===== src/core/uef_defs.svh =====
/*
 * Constants of the USB error flag block: register offsets, field
 * positions, reset values and timing figures.
 * Assumes inclusion by bare name; holds definitions only.
 */
`ifndef UEF_DEFS_SVH
`define UEF_DEFS_SVH

// Bus geometry
`define UEF_DW           32
`define UEF_AW           4
`define UEF_HSIZE_WORD   3'h2
`define UEF_WORD_ZERO    32'h0000_0000

// Register byte offsets
`define UEF_OFS_FLAGS    4'h0
`define UEF_OFS_MASK     4'h4
`define UEF_OFS_CTRL     4'h8
`define UEF_OFS_STAT     4'hC

// Flag layout
`define UEF_FLAG_W       8
`define UEF_FLAG_RST     8'h00
`define UEF_BIT_PID      0
`define UEF_BIT_TOK      1
`define UEF_BIT_BTO      4
`define UEF_BIT_DMA      5

// Control and state fields
`define UEF_CTRL_HOST    0
`define UEF_STAT_HOST    0
`define UEF_STAT_BUSY    1
`define UEF_STAT_TURN    2
`define UEF_STAT_GWAIT   3
`define UEF_STAT_RXPKT   4

// Timing: clock period, bit time and turnaround window
`define UEF_CLK_PS       4000
`define UEF_BIT_TIME_PS  83333
`define UEF_TURN_BITS    16
`define UEF_TURN_CYC     ((`UEF_TURN_BITS * `UEF_BIT_TIME_PS + `UEF_CLK_PS - 1) / `UEF_CLK_PS)
`define UEF_TURN_CNT_W   9

// Memory grant wait and receive buffer check
`define UEF_GNT_WAIT     16
`define UEF_GNT_CNT_W    8
`define UEF_BUF_LEN_W    10
`define UEF_RX_CNT_W     11

`endif


===== src/core/uef_pkg.sv =====
/*
 * Types of the USB error flag block: state encodings and the packed
 * state records of each module.
 * Assumes uef_defs.svh is on the include path.
 */
`include "uef_defs.svh"

package uef_pkg;

   typedef enum logic [1:0] {
      UEF_TT_IDLE = 2'b01,
      UEF_TT_WAIT = 2'b10
   } uef_tt_state_t;

   typedef struct packed {
      logic flag;
   } uef_flag_regs_t;

   typedef struct packed {
      uef_tt_state_t               state;
      logic [`UEF_TURN_CNT_W-1:0]  cnt;
      logic                        timeout;
   } uef_tt_regs_t;

   typedef struct packed {
      logic                        rst_meta;
      logic                        rst_sync;
   } uef_rst_regs_t;

   typedef struct packed {
      logic                        wr_pend;
      logic                        rd_pend;
      logic                        rd_wait;
      logic [`UEF_AW-1:0]          addr;
      logic [`UEF_DW-1:0]          rdata;
      logic [`UEF_FLAG_W-1:0]      mask;
      logic                        host_mode;
      logic [`UEF_GNT_CNT_W-1:0]   gnt_cnt;
      logic                        gnt_late;
      logic                        rx_in_pkt;
      logic [`UEF_RX_CNT_W-1:0]    rx_cnt;
      logic                        rx_trunc;
      logic                        irq;
   } uef_regs_t;

endpackage : uef_pkg


===== src/core/uef_flag_bit.sv =====
/*
 * One sticky error flag: set by hardware, cleared by a software
 * write of one.
 * Assumes a reset already synchronised to clk.
 */
`timescale 1ns/1ps

module uef_flag_bit (
   input  wire logic clk,
   input  wire logic rst_n,
   input  wire logic set,
   input  wire logic clr,
   output logic      q
);

   uef_pkg::uef_flag_regs_t r_q;
   uef_pkg::uef_flag_regs_t r_d;

   always_comb begin
      r_d = r_q;
      if (set) begin
         r_d.flag = 1'b1;
      end else if (clr) begin
         r_d.flag = 1'b0;
      end
   end

   always_ff @(posedge clk or negedge rst_n) begin
      if (!rst_n) begin
         r_q <= '0;
      end else begin
         r_q <= r_d;
      end
   end

   assign q = r_q.flag;

endmodule : uef_flag_bit


===== src/core/uef_turn_timer.sv =====
/*
 * Bus turnaround watchdog: after an end-of-packet that expects an
 * answer, counts idle cycles and pulses timeout past the window.
 * Assumes a reset already synchronised to clk; inputs synchronous.
 */
`timescale 1ns/1ps
`include "uef_defs.svh"

module uef_turn_timer #(
   parameter int TURN_CYC = `UEF_TURN_CYC
) (
   input  wire logic clk,
   input  wire logic rst_n,
   input  wire logic eop_done,
   input  wire logic resp_expected,
   input  wire logic bus_idle,
   input  wire logic resp_start,
   output logic      active,
   output logic      timeout
);

   localparam logic [`UEF_TURN_CNT_W-1:0] LIMIT = TURN_CYC[`UEF_TURN_CNT_W-1:0];

   if (TURN_CYC < 1 || TURN_CYC >= (1 << `UEF_TURN_CNT_W)) begin : g_bad_turn_cyc
      $error("uef_turn_timer: TURN_CYC out of range");
   end

   uef_pkg::uef_tt_regs_t r_q;
   uef_pkg::uef_tt_regs_t r_d;

   always_comb begin
      r_d         = r_q;
      r_d.timeout = 1'b0;
      case (r_q.state)
         uef_pkg::UEF_TT_IDLE: begin
            if (eop_done && resp_expected) begin
               r_d.state = uef_pkg::UEF_TT_WAIT;
               r_d.cnt   = '0;
            end
         end
         uef_pkg::UEF_TT_WAIT: begin
            if (resp_start) begin
               r_d.state = uef_pkg::UEF_TT_IDLE;
            end else if (bus_idle) begin
               r_d.cnt = r_q.cnt + 1'b1;
               if (r_d.cnt == LIMIT) begin
                  r_d.timeout = 1'b1;
                  r_d.state   = uef_pkg::UEF_TT_IDLE;
               end
            end
         end
         default: begin
            r_d.state = uef_pkg::UEF_TT_IDLE;
         end
      endcase
   end

   always_ff @(posedge clk or negedge rst_n) begin
      if (!rst_n) begin
         r_q.state   <= uef_pkg::UEF_TT_IDLE;
         r_q.cnt     <= '0;
         r_q.timeout <= 1'b0;
      end else begin
         r_q <= r_d;
      end
   end

   assign active  = (r_q.state == uef_pkg::UEF_TT_WAIT);
   assign timeout = r_q.timeout;

endmodule : uef_turn_timer


===== src/core/uef_error_flags.sv =====
/*
 * USB error flag block: lower error flags of the error status register,
 * their event detection, an interrupt mask and an AHB-Lite slave.
 * Assumes a single slave on the bus (hreadyout is hready) and event
 * inputs from the USB engine that are synchronous to sys_clk.
 * Register map, one word each, low eight bits used:
 *    0x0 error flags, write one to clear
 *    0x4 interrupt mask, same layout as the flags
 *    0x8 control, bit 0 selects host mode
 *    0xC state, read only: host, link busy, turnaround armed,
 *        grant wait, inside a received packet
 * Reads take one wait state, writes none; the response is always OKAY.
 * Unmapped offsets read zero and drop writes; other sizes are ignored.
 * The turnaround window is in sys_clk cycles, rounded up from bit times.
 * Flags set by hardware win over a clear written in the same cycle.
 */
// The register addresses and the AHB-Lite register port were left to the implementer.
// Summary of operation
// - Device mode: token dropped for bad 5-bit checksum sets bit 1.
// - Host mode: bit 1 instead reports an end-of-frame error.
// - End-of-frame error when busy on the link as frame countdown hits zero.
// - Received PID failing its check field sets bit 0.
// - Memory bus grant arriving too late sets the memory transfer flag.
// - Received packet longer than its buffer sets the memory transfer flag.
// - Over sixteen idle bit times after end-of-packet sets turnaround flag.
// - Flags set by hardware, cleared by writing one, reset to zero.
`timescale 1ns/1ps
`include "uef_defs.svh"

module uef_error_flags #(
   parameter int GNT_WAIT = `UEF_GNT_WAIT,
   parameter int TURN_CYC = `UEF_TURN_CYC
) (
   input  wire logic                      sys_clk,
   input  wire logic                      rst_n,
   // AHB-Lite slave and interrupt output
   input  wire logic                      hsel,
   input  wire logic [31:0]               haddr,
   input  wire logic [1:0]                htrans,
   input  wire logic                      hwrite,
   input  wire logic [2:0]                hsize,
   input  wire logic [`UEF_DW-1:0]        hwdata,
   input  wire logic                      hready,
   output logic      [`UEF_DW-1:0]        hrdata,
   output logic                           hreadyout,
   output logic                           hresp,
   output logic                           irq,
   // Token and PID checks
   input  wire logic                      token_done,
   input  wire logic                      token_crc_ok,
   input  wire logic                      pid_valid,
   input  wire logic [3:0]                pid_code,
   input  wire logic [3:0]                pid_check,
   // Frame timing
   input  wire logic                      sof_count_zero,
   input  wire logic                      tx_active,
   input  wire logic                      rx_active,
   // Memory transfer
   input  wire logic                      mem_req,
   input  wire logic                      mem_gnt,
   input  wire logic                      rx_pkt_start,
   input  wire logic                      rx_byte,
   input  wire logic                      rx_pkt_end,
   input  wire logic [`UEF_BUF_LEN_W-1:0] buf_len,
   // Bus turnaround
   input  wire logic                      eop_done,
   input  wire logic                      resp_expected,
   input  wire logic                      bus_idle,
   input  wire logic                      resp_start
);

   localparam logic [`UEF_GNT_CNT_W-1:0] GNT_LIMIT = GNT_WAIT[`UEF_GNT_CNT_W-1:0];

   if (GNT_WAIT < 1 || GNT_WAIT >= (1 << `UEF_GNT_CNT_W)) begin : g_bad_gnt_wait
      $error("uef_error_flags: GNT_WAIT out of range");
   end

   if (TURN_CYC < 1 || TURN_CYC >= (1 << `UEF_TURN_CNT_W)) begin : g_bad_turn_cyc
      $error("uef_error_flags: TURN_CYC out of range");
   end

   if (`UEF_RX_CNT_W != `UEF_BUF_LEN_W + 1) begin : g_bad_rx_cnt_w
      $error("uef_error_flags: receive count must be one bit wider than buf_len");
   end

   // Reset release through two flops
   // Entry stays asynchronous; only the release is retimed
   uef_pkg::uef_rst_regs_t rs_q;
   logic                   rst_int_n;

   always_ff @(posedge sys_clk or negedge rst_n) begin
      if (!rst_n) begin
         rs_q <= '0;
      end else begin
         rs_q.rst_meta <= 1'b1;
         rs_q.rst_sync <= rs_q.rst_meta;
      end
   end

   assign rst_int_n = rs_q.rst_sync;

   // Block state other than the flag bits, turnaround timer and reset flops in one record
   uef_pkg::uef_regs_t r_q;
   uef_pkg::uef_regs_t r_d;

   logic [`UEF_FLAG_W-1:0] flags;
   logic [`UEF_FLAG_W-1:0] flag_set;
   logic [`UEF_FLAG_W-1:0] flag_clr;
   logic                   turn_active;
   logic                   turn_timeout;
   logic                   addr_take;
   logic                   link_busy;
   logic                   tok_bad;
   logic                   eof_err;
   logic                   pid_bad;
   logic                   gnt_evt;
   logic                   trunc_evt;
   logic [`UEF_DW-1:0]     rd_word;

   // Address phase of a word transfer to this slave
   assign addr_take = hsel && hready && htrans[1] && (hsize == `UEF_HSIZE_WORD);
   assign link_busy = tx_active || rx_active;

   // Event detection
   // Bit 1 is shared: checksum in device mode, end of frame in host mode
   assign tok_bad = !r_q.host_mode && token_done && !token_crc_ok;
   assign eof_err = r_q.host_mode && sof_count_zero && link_busy;
   assign pid_bad = pid_valid && (pid_check != ~pid_code);

   // Grant late: once per request, as the wait reaches the limit
   // Counter saturates, so a long stall cannot wrap and fire again
   assign gnt_evt = mem_req && !mem_gnt && !r_q.gnt_late
                    && ((r_q.gnt_cnt + 1'b1) == GNT_LIMIT);

   // Byte arriving once the buffer is already full
   // Bytes past the buffer are not counted; one flag per packet
   assign trunc_evt = r_q.rx_in_pkt && rx_byte && !r_q.rx_trunc
                      && (r_q.rx_cnt >= {1'b0, buf_len});

   // Hardware set requests, one per flag position
   always_comb begin
      flag_set = `UEF_FLAG_RST;
      flag_set[`UEF_BIT_PID] = pid_bad;
      flag_set[`UEF_BIT_TOK] = tok_bad || eof_err;
      flag_set[`UEF_BIT_BTO] = turn_timeout;
      flag_set[`UEF_BIT_DMA] = gnt_evt || trunc_evt;
   end

   // Write-one-to-clear in the data phase of a status write
   always_comb begin
      flag_clr = `UEF_FLAG_RST;
      if (r_q.wr_pend && (r_q.addr == `UEF_OFS_FLAGS)) begin
         flag_clr = hwdata[`UEF_FLAG_W-1:0];
      end
   end

   // One sticky bit per implemented flag position
   uef_flag_bit u_flag_pid (
      .clk   (sys_clk),
      .rst_n (rst_int_n),
      .set   (flag_set[`UEF_BIT_PID]),
      .clr   (flag_clr[`UEF_BIT_PID]),
      .q     (flags[`UEF_BIT_PID])
   );

   uef_flag_bit u_flag_tok (
      .clk   (sys_clk),
      .rst_n (rst_int_n),
      .set   (flag_set[`UEF_BIT_TOK]),
      .clr   (flag_clr[`UEF_BIT_TOK]),
      .q     (flags[`UEF_BIT_TOK])
   );

   uef_flag_bit u_flag_bto (
      .clk   (sys_clk),
      .rst_n (rst_int_n),
      .set   (flag_set[`UEF_BIT_BTO]),
      .clr   (flag_clr[`UEF_BIT_BTO]),
      .q     (flags[`UEF_BIT_BTO])
   );

   uef_flag_bit u_flag_dma (
      .clk   (sys_clk),
      .rst_n (rst_int_n),
      .set   (flag_set[`UEF_BIT_DMA]),
      .clr   (flag_clr[`UEF_BIT_DMA]),
      .q     (flags[`UEF_BIT_DMA])
   );

   // Unimplemented flag positions read as zero
   assign flags[3:2] = 2'h0;
   assign flags[7:6] = 2'h0;

   // Turnaround watchdog; its one-cycle timeout pulse sets bit 4
   uef_turn_timer #(
      .TURN_CYC (TURN_CYC)
   ) u_turn (
      .clk           (sys_clk),
      .rst_n         (rst_int_n),
      .eop_done      (eop_done),
      .resp_expected (resp_expected),
      .bus_idle      (bus_idle),
      .resp_start    (resp_start),
      .active        (turn_active),
      .timeout       (turn_timeout)
   );

   // Read mux, sampled in the wait cycle after pending writes land
   // Busy and grant-wait state bits show live inputs, not latched copies
   always_comb begin
      rd_word = `UEF_WORD_ZERO;
      if (r_q.addr == `UEF_OFS_FLAGS) begin
         rd_word[`UEF_FLAG_W-1:0] = flags;
      end else if (r_q.addr == `UEF_OFS_MASK) begin
         rd_word[`UEF_FLAG_W-1:0] = r_q.mask;
      end else if (r_q.addr == `UEF_OFS_CTRL) begin
         rd_word[`UEF_CTRL_HOST] = r_q.host_mode;
      end else if (r_q.addr == `UEF_OFS_STAT) begin
         rd_word[`UEF_STAT_HOST]  = r_q.host_mode;
         rd_word[`UEF_STAT_BUSY]  = link_busy;
         rd_word[`UEF_STAT_TURN]  = turn_active;
         rd_word[`UEF_STAT_GWAIT] = mem_req && !mem_gnt;
         rd_word[`UEF_STAT_RXPKT] = r_q.rx_in_pkt;
      end
   end

   always_comb begin
      r_d = r_q;

      // Bus side
      // Write data lands one cycle after its address phase
      r_d.wr_pend = 1'b0;
      r_d.rd_wait = 1'b0;
      if (r_q.rd_pend) begin
         r_d.rd_pend = 1'b0;
         r_d.rd_wait = 1'b1;
         r_d.rdata   = rd_word;
      end
      if (r_q.wr_pend) begin
         if (r_q.addr == `UEF_OFS_MASK) begin
            r_d.mask = hwdata[`UEF_FLAG_W-1:0];
         end else if (r_q.addr == `UEF_OFS_CTRL) begin
            r_d.host_mode = hwdata[`UEF_CTRL_HOST];
         end
      end
      if (addr_take && !r_q.rd_pend) begin
         r_d.addr    = haddr[`UEF_AW-1:0];
         r_d.wr_pend = hwrite;
         r_d.rd_pend = !hwrite;
      end

      // Memory grant wait counter
      if (mem_req && !mem_gnt) begin
         if (r_q.gnt_cnt != GNT_LIMIT) begin
            r_d.gnt_cnt = r_q.gnt_cnt + 1'b1;
         end
         if (gnt_evt) begin
            r_d.gnt_late = 1'b1;
         end
      end else begin
         r_d.gnt_cnt  = '0;
         r_d.gnt_late = 1'b0;
      end

      // Received byte count against the buffer size
      if (rx_pkt_start) begin
         r_d.rx_in_pkt = 1'b1;
         r_d.rx_cnt    = '0;
         r_d.rx_trunc  = 1'b0;
      end else if (r_q.rx_in_pkt) begin
         if (rx_byte && !trunc_evt && !r_q.rx_trunc) begin
            r_d.rx_cnt = r_q.rx_cnt + 1'b1;
         end
         if (trunc_evt) begin
            r_d.rx_trunc = 1'b1;
         end
         if (rx_pkt_end) begin
            r_d.rx_in_pkt = 1'b0;
         end
      end

      // Registered level, one cycle behind the flags
      r_d.irq = |(flags & r_q.mask);
   end

   always_ff @(posedge sys_clk or negedge rst_int_n) begin
      if (!rst_int_n) begin
         r_q <= '0;
      end else begin
         r_q <= r_d;
      end
   end

   // Refused transfers are ignored, never answered with an error
   assign hrdata    = r_q.rdata;
   assign hreadyout = !r_q.rd_pend;
   assign hresp     = 1'b0;
   assign irq       = r_q.irq;

endmodule : uef_error_flags


===== config.mk =====
export PLATFORM = sky130hd
export DESIGN_NAME = uef_error_flags
export DESIGN_NICKNAME = d
export VERILOG_FILES = /design/src/core/uef_pkg.sv /design/src/core/uef_flag_bit.sv /design/src/core/uef_turn_timer.sv /design/src/core/uef_error_flags.sv
export VERILOG_INCLUDE_DIRS = /design/src /design/src/core
export SDC_FILE = /design/constraint.sdc
export NUM_CORES = 1
export LEC_CHECK = 0
export BUFFER_PORTS_ARGS = -buffer_cell sky130_fd_sc_hd__buf_4
export CAP_MARGIN = 20
export CORE_MARGIN = 2
export CORE_UTILIZATION = 43
export CTS_BUF_LIST = sky130_fd_sc_hd__clkbuf_4 sky130_fd_sc_hd__clkbuf_8
export DETAILED_ROUTE_END_ITERATION = 10
export PLACE_DENSITY = 0.71
export SYNTH_ARGS = -nofsm -noshare
export SYNTH_HDL_FRONTEND = slang
export SYNTH_HIERARCHICAL = 1
export SYNTH_SLANG_ARGS = --single-unit

===== constraint.sdc =====
create_clock -name sys_clk -period 2.68 [get_ports sys_clk]
set_input_delay 0.804 -clock sys_clk [delete_from_list [all_inputs] [get_ports sys_clk]]
set_output_delay 0.804 -clock sys_clk [all_outputs]
set_load 0.005 [all_outputs]

; Yosys cells after proc, flatten, opt, wreduce, memory -nomap -nowiden
; Cells that the tools add are included.
[totals]
register_bits = 64
latch_bits = 0
inputBits = 107
mem_bits_rw = 0
romBits = 0
wordCells = 124
memories = 0
[op_classes]
multipliers = 0
n_eq_ne = 17
n_div = 0
bitwise_logic = 3
n_addsub = 3
order_cmp = 1
shifts = 0
muxes = 33
n_reduce_logical = 46
[ops]
columns = cell, n
row1 = $mux 13, 2
row2 = $mux 11, 2
row3 = $logic_and 1x1->1, 19
row4 = $pmux 9 s2, 1
row5 = $mux 8, 2
row6 = $reduce_bool 2->1, 8
row7 = $mux 1, 14
row8 = $mux 12, 1
row9 = $add 11x1->11 const B, 1
row10 = $ge 11x10->1, 1
row11 = $mux 10, 1
row12 = $mux 5, 2
row13 = $add 9x1->9 const B, 1
row14 = $eq 9x9->1 const B, 1
row15 = $mux 9, 1
row16 = $add 8x1->8 const B, 1
row17 = $and 6x8->8, 1
row18 = $eq 4x4->1 const B, 2
row19 = $eq 8x5->1 const B, 1
row20 = $logic_not 1->1, 8
row21 = $ne 8x5->1 const B, 1
row22 = $reduce_or 8->1, 1
row23 = $mux 2, 3
row24 = $mux 6, 1
row25 = other kinds (19), 27

; Depth between registers and ports, before layout
[logic_depth]
word_depth = 9
mapped_depth = 9
ltp_nobuf = 8

; Cells and area by module
; Netlist, hierarchy kept.
[modules_own_cells]
columns = mod, cells_each, area_per_inst_um2, seq_area_each_um2, instances
row1 = uef_error_flags, 306, 2920.3, 1201.2, 1
row2 = uef_turn_timer, 78, 732.0, 301.5, 1
row3 = uef_flag_bit, 3, 36.3, 25.0, 4

; Worst setup path after synthesis
; No wires, ideal clock.
[synth_timing]
kind = input to register
from = input port buf_len[8]
to = register r_q[8] in the netlist's numbering
path_buffers = 1
setup_slack_ps = 282
required_time_ps = 2540
t_arrival_ps = 2258
path_stages = 8
setup_ps = 140
path_cell_list = inv_1 > ha_1 > a21o_1 > a211oi_1 > o31ai_2 > buf_2 > o311ai_0 > o41ai_1
[synth_between]
elab_chain_cells = 7
[synth_rtl]
columns = element, line
row1 = start: declaration, uef_error_flags.sv:64  ; input wire logic [`UEF_BUF_LEN_W-1:0] buf_len,
row2 = $ge 11x10->1, uef_error_flags.sv:138  ; && (r_q.rx_cnt >= {1'b0, buf_len});
row3 = $logic_and 1x1->1, uef_error_flags.sv:138
row4 = $logic_not 1->1, uef_error_flags.sv:271  ; if (rx_byte && !trunc_evt && !r_q.rx_trunc) begin
row5 = $logic_and 1x1->1 (2 in series), uef_error_flags.sv:271
row6 = $reduce_bool 2->1 (no line), n/a
row7 = $reduce_and 2->1 (no line), n/a
row8 = end signal: assignment, uef_error_flags.sv:290  ; r_q <= r_d;
row9 = end: declaration, uef_error_flags.sv:103  ; uef_pkg::uef_regs_t r_q;
; No other way between the ends.
; A chain may end at the register's enable or synchronous reset.

; Final worst setup path
[layout_timing]
from = input port buf_len[9]
to = register r_q[12] in the netlist's numbering
; The elaborated chain is that of the path after synthesis.

==> results.py <==
metrics = {
    "outcome": {
        "status": "finished clean",
    },
    "logic_synthesis": {
        "synth_seq_cells": 64,
        "ys_seq_area_share_pct": 42.21,
        "synthArstFlopShare_pct": 100.0,
        "synth_ff_type": "dfrtp_1",
        "synth_edf_count": 0,
        "syn_area_um2": 3797,
        "synthMuxAreaShare_pct": 5.502,
        "ys_warn_count": 6,
        "synth.avg_cell_area_um2": 9.589,
        "synth_top_family_by_area": "simple AND/OR/NAND/NOR gates",
        "yosys.cell_types.count": 60,
        "synth_compound_area_share_pct": 14.46,
        "netlist.area_leader.share_pct": 41.52,
        "yosysTopAreaCell": "dfrtp_1",
        "yosys.area_share.simple_pct": 18.15,
        "synth_adder_area_share_pct": 5.272,
        "synthTopCellsByArea": "dfrtp_1, buf_4, ha_1, mux2_2, nand2_1",
        "synthXorXnorAreaFrac_pct": 2.998,
        "syn_inst": 396,
    },
    "setup_path": {
        "reg2reg_from": "r_q[10]",
        "critPathKind": "input pin to flop",
        "worst_setup_path_end_kind": "flop",
        "slowest_delay_ns": 0.77,
        "crit_path_start": "buf_len[9]",
        "worstPathArrival_ns": 2.59,
        "cp_max_fo": 13,
        "cpMaxStageDelayCell": "o31ai_2",
        "crit_family": "compound AO/OA/AOI/OAI gates",
        "critPathLaunchType": "input pin",
        "crit_chain": "buf_4 > inv_1 > ha_1 > nand4b_1 > o31ai_2 > nor3_1 > a22o_1",
        "worst-path-buf-inv": 2,
        "required_ns": 2.92,
    },
    "global_route": {
        "antenna_found_initial": 0,
        "grt_max_degree": 34,
        "overflow": 0,
        "grt_util_all_layers_pct": 16.53,
        "grt_pass1_wl_um": 13170,
        "grt_pass1_vias": 2925,
    },
    "clock_tree": {
        "clkSlewWorstSetupHoldPaths_ns": 0.07,
        "insertion_delay_ns": 0.34,
        "post_cts_buffers": 0,
        "cts_made_buffers": 9,
        "cts_hold_buf": 0,
        "cts_resized": 0,
        "htreeDepth": 3,
        "root_buffer": "clkbuf_8",
        "cts_tree": "yes",
        "clock_path_buffers": 2,
        "clock-sinks": 64,
    },
    "placement": {
        "place_congestion": 0.8831,
        "numPortBuffers": 63,
        "place_area_um2": 4253,
        "hpwl_um": 5681,
    },
    "final_layout": {
        "areaGrowthSynthToFinish_pct": 17.23,
        "drive_gt1_share_pct": 24.78,
        "layout_common_cells": "buf_4, dfrtp_1, nand2_1",
        "diodes": 0,
        "nets": 578,
        "layout_commonest_cell": "buf_4",
        "fillers": 825,
        "postLayoutCoreUtil_pct": 51.55,
        "fin_area_um2": 4452,
    },
    "pwr": {
        "ir_drop_v": 0.0002922,
        "power_frac_seq_pct": 49.7,
        "power_density_nw_per_um2": 484.4,
        "swShare_pct": 25.03,
        "leakagePower_nw": 2.082,
        "power_frac_comb_pct": 13.1,
        "power_mw": 2.157,
        "switchingPower_mw": 0.5398,
        "p_int_mw": 1.617,
        "power_frac_clock_pct": 37.2,
    },
    "die": {
        "core_um2": 8636,
        "dieArea_um2": 9599,
        "start_util_pct": 43.97,
        "io_pins": 142,
        "fp-row-count": 34,
        "die_y_um": 97.98,
        "dieWidth_um": 97.98,
    },
    "timing": {
        "worstMarginPinSlew_ns": 0.8330,
        "rsz0062_at_grt": "no",
        "fmaxAchievable_mhz": 425.3,
        "finalClockSkew_ns": 0.009590,
        "final-setup-viol-count": 0,
        "final_max_slew_viol_count": 0,
        "relSlewSlack_pct": 44.14,
        "fin_crit_sh_pct": 87.74,
        "min_period_ns": 2.351,
        "hold_violations": 0,
        "timing.hold.ws_ns": 0.2366,
    },
    "job": {
        "max_cap_violations": 0,
    },
    "drt": {
        "viasPerCell": 5.176,
        "drt_iter0_drc": 118,
        "finalWirelength_um": 7397,
        "drt_pass1_iterations": 4,
        "vias": 2940,
        "detail-route-antenna-nets": 0,
        "wl_per_cell_um": 13.02,
        "drc": 0,
    },
    "hold_path": {
        "hp-class": "input pin to asynchronous set/reset pin",
    },
}
==> cell families (layout without fill, tap and decap cells) <==
kind of cell	after synthesis	count (layout)
AO/OA/AOI/OAI	80	80
XOR/XNOR	13	13
adder cells (fa/ha/maj)	16	16
buffers and inverters	75	115
flip-flops	64	64
multiplexers	19	19
other	2	26
AND/OR/NAND/NOR	127	127
==> power groups by stage <==
stage	clock (mW)	sequential (mW)	combinational, mW
5_1_grt	0.863	1.08	0.319
3_5_place_dp	0	1.09	0.285
6_report	0.803	1.07	0.283
4_1_cts	0.824	1.07	0.285
2_1_floorplan	0	1.07	0.204
3_3_place_gp	0	1.09	0.279
==> synthesized netlist by cell type, drive strengths merged (8+ instances only) <==
library cell  instances
dfrtp                63
clkbuf                8
ha                   16
mux2                 15
nand3                16
nor2                 23
o21ai                20
and2                  8
inv                  26
buf                  40
a21oi                14
nand2                28
==> per-layer routing <==
metal	wire length [um]	track usage (%)
met1	3306	21.45
met5	0	0
met3	306	4.080
met2	3703	27.40
met4	81	5.128
==> worst paths after layout <==
check	end	slack [ns]	depth (start not counted)
worst min register to register	r_q[17]	0.32	0
worst min-delay path	rst_int_n	0.24	1
min in group sys_clk	rst_int_n	0.35	0
worst max-delay path	r_q[12]	0.33	7
max in group asynchronous	r_q[8]	1.67	1
worst max register to register	r_q[12]	0.42	5
==> final cells by class <==
type / instances / area [um2] / share of cell area, %
multi-input combinational: 281 / 1859 / 41.76
sequential: 64 / 1604 / 36.03
timing repair buffer: 72 / 553.0 / 12.42
clock buffer: 14 / 186.4 / 4.188
tap: 108 / 135.1 / 3.035
inverter: 27 / 101.3 / 2.277
clock inverter: 2 / 12.51 / 0.2811
==> sequential cells by signal, summed over array words and instances, names as in the netlist <==
register        cells
rs_q                1
u_flag_pid/q        1
u_flag_tok/q        1
hrdata              8
u_turn/r_q         11
u_turn/timeout      1
u_flag_bto/q        1
irq                 1
u_flag_dma/q        1
r_q                37
rst_int_n           1
==> through the flow <==
step	worst slack (ns)	setup TNS [ns]	instances
after floorplan	0.2822	0	420
after global placement	0.03522	0	552
after detailed placement	-0.01132	-0.02833	552
after CTS	0.3446	0	568
after global routing	0.1414	0	568
final	0.3287	0	568
No activity file was read; power rests on OpenSTA's default activity.
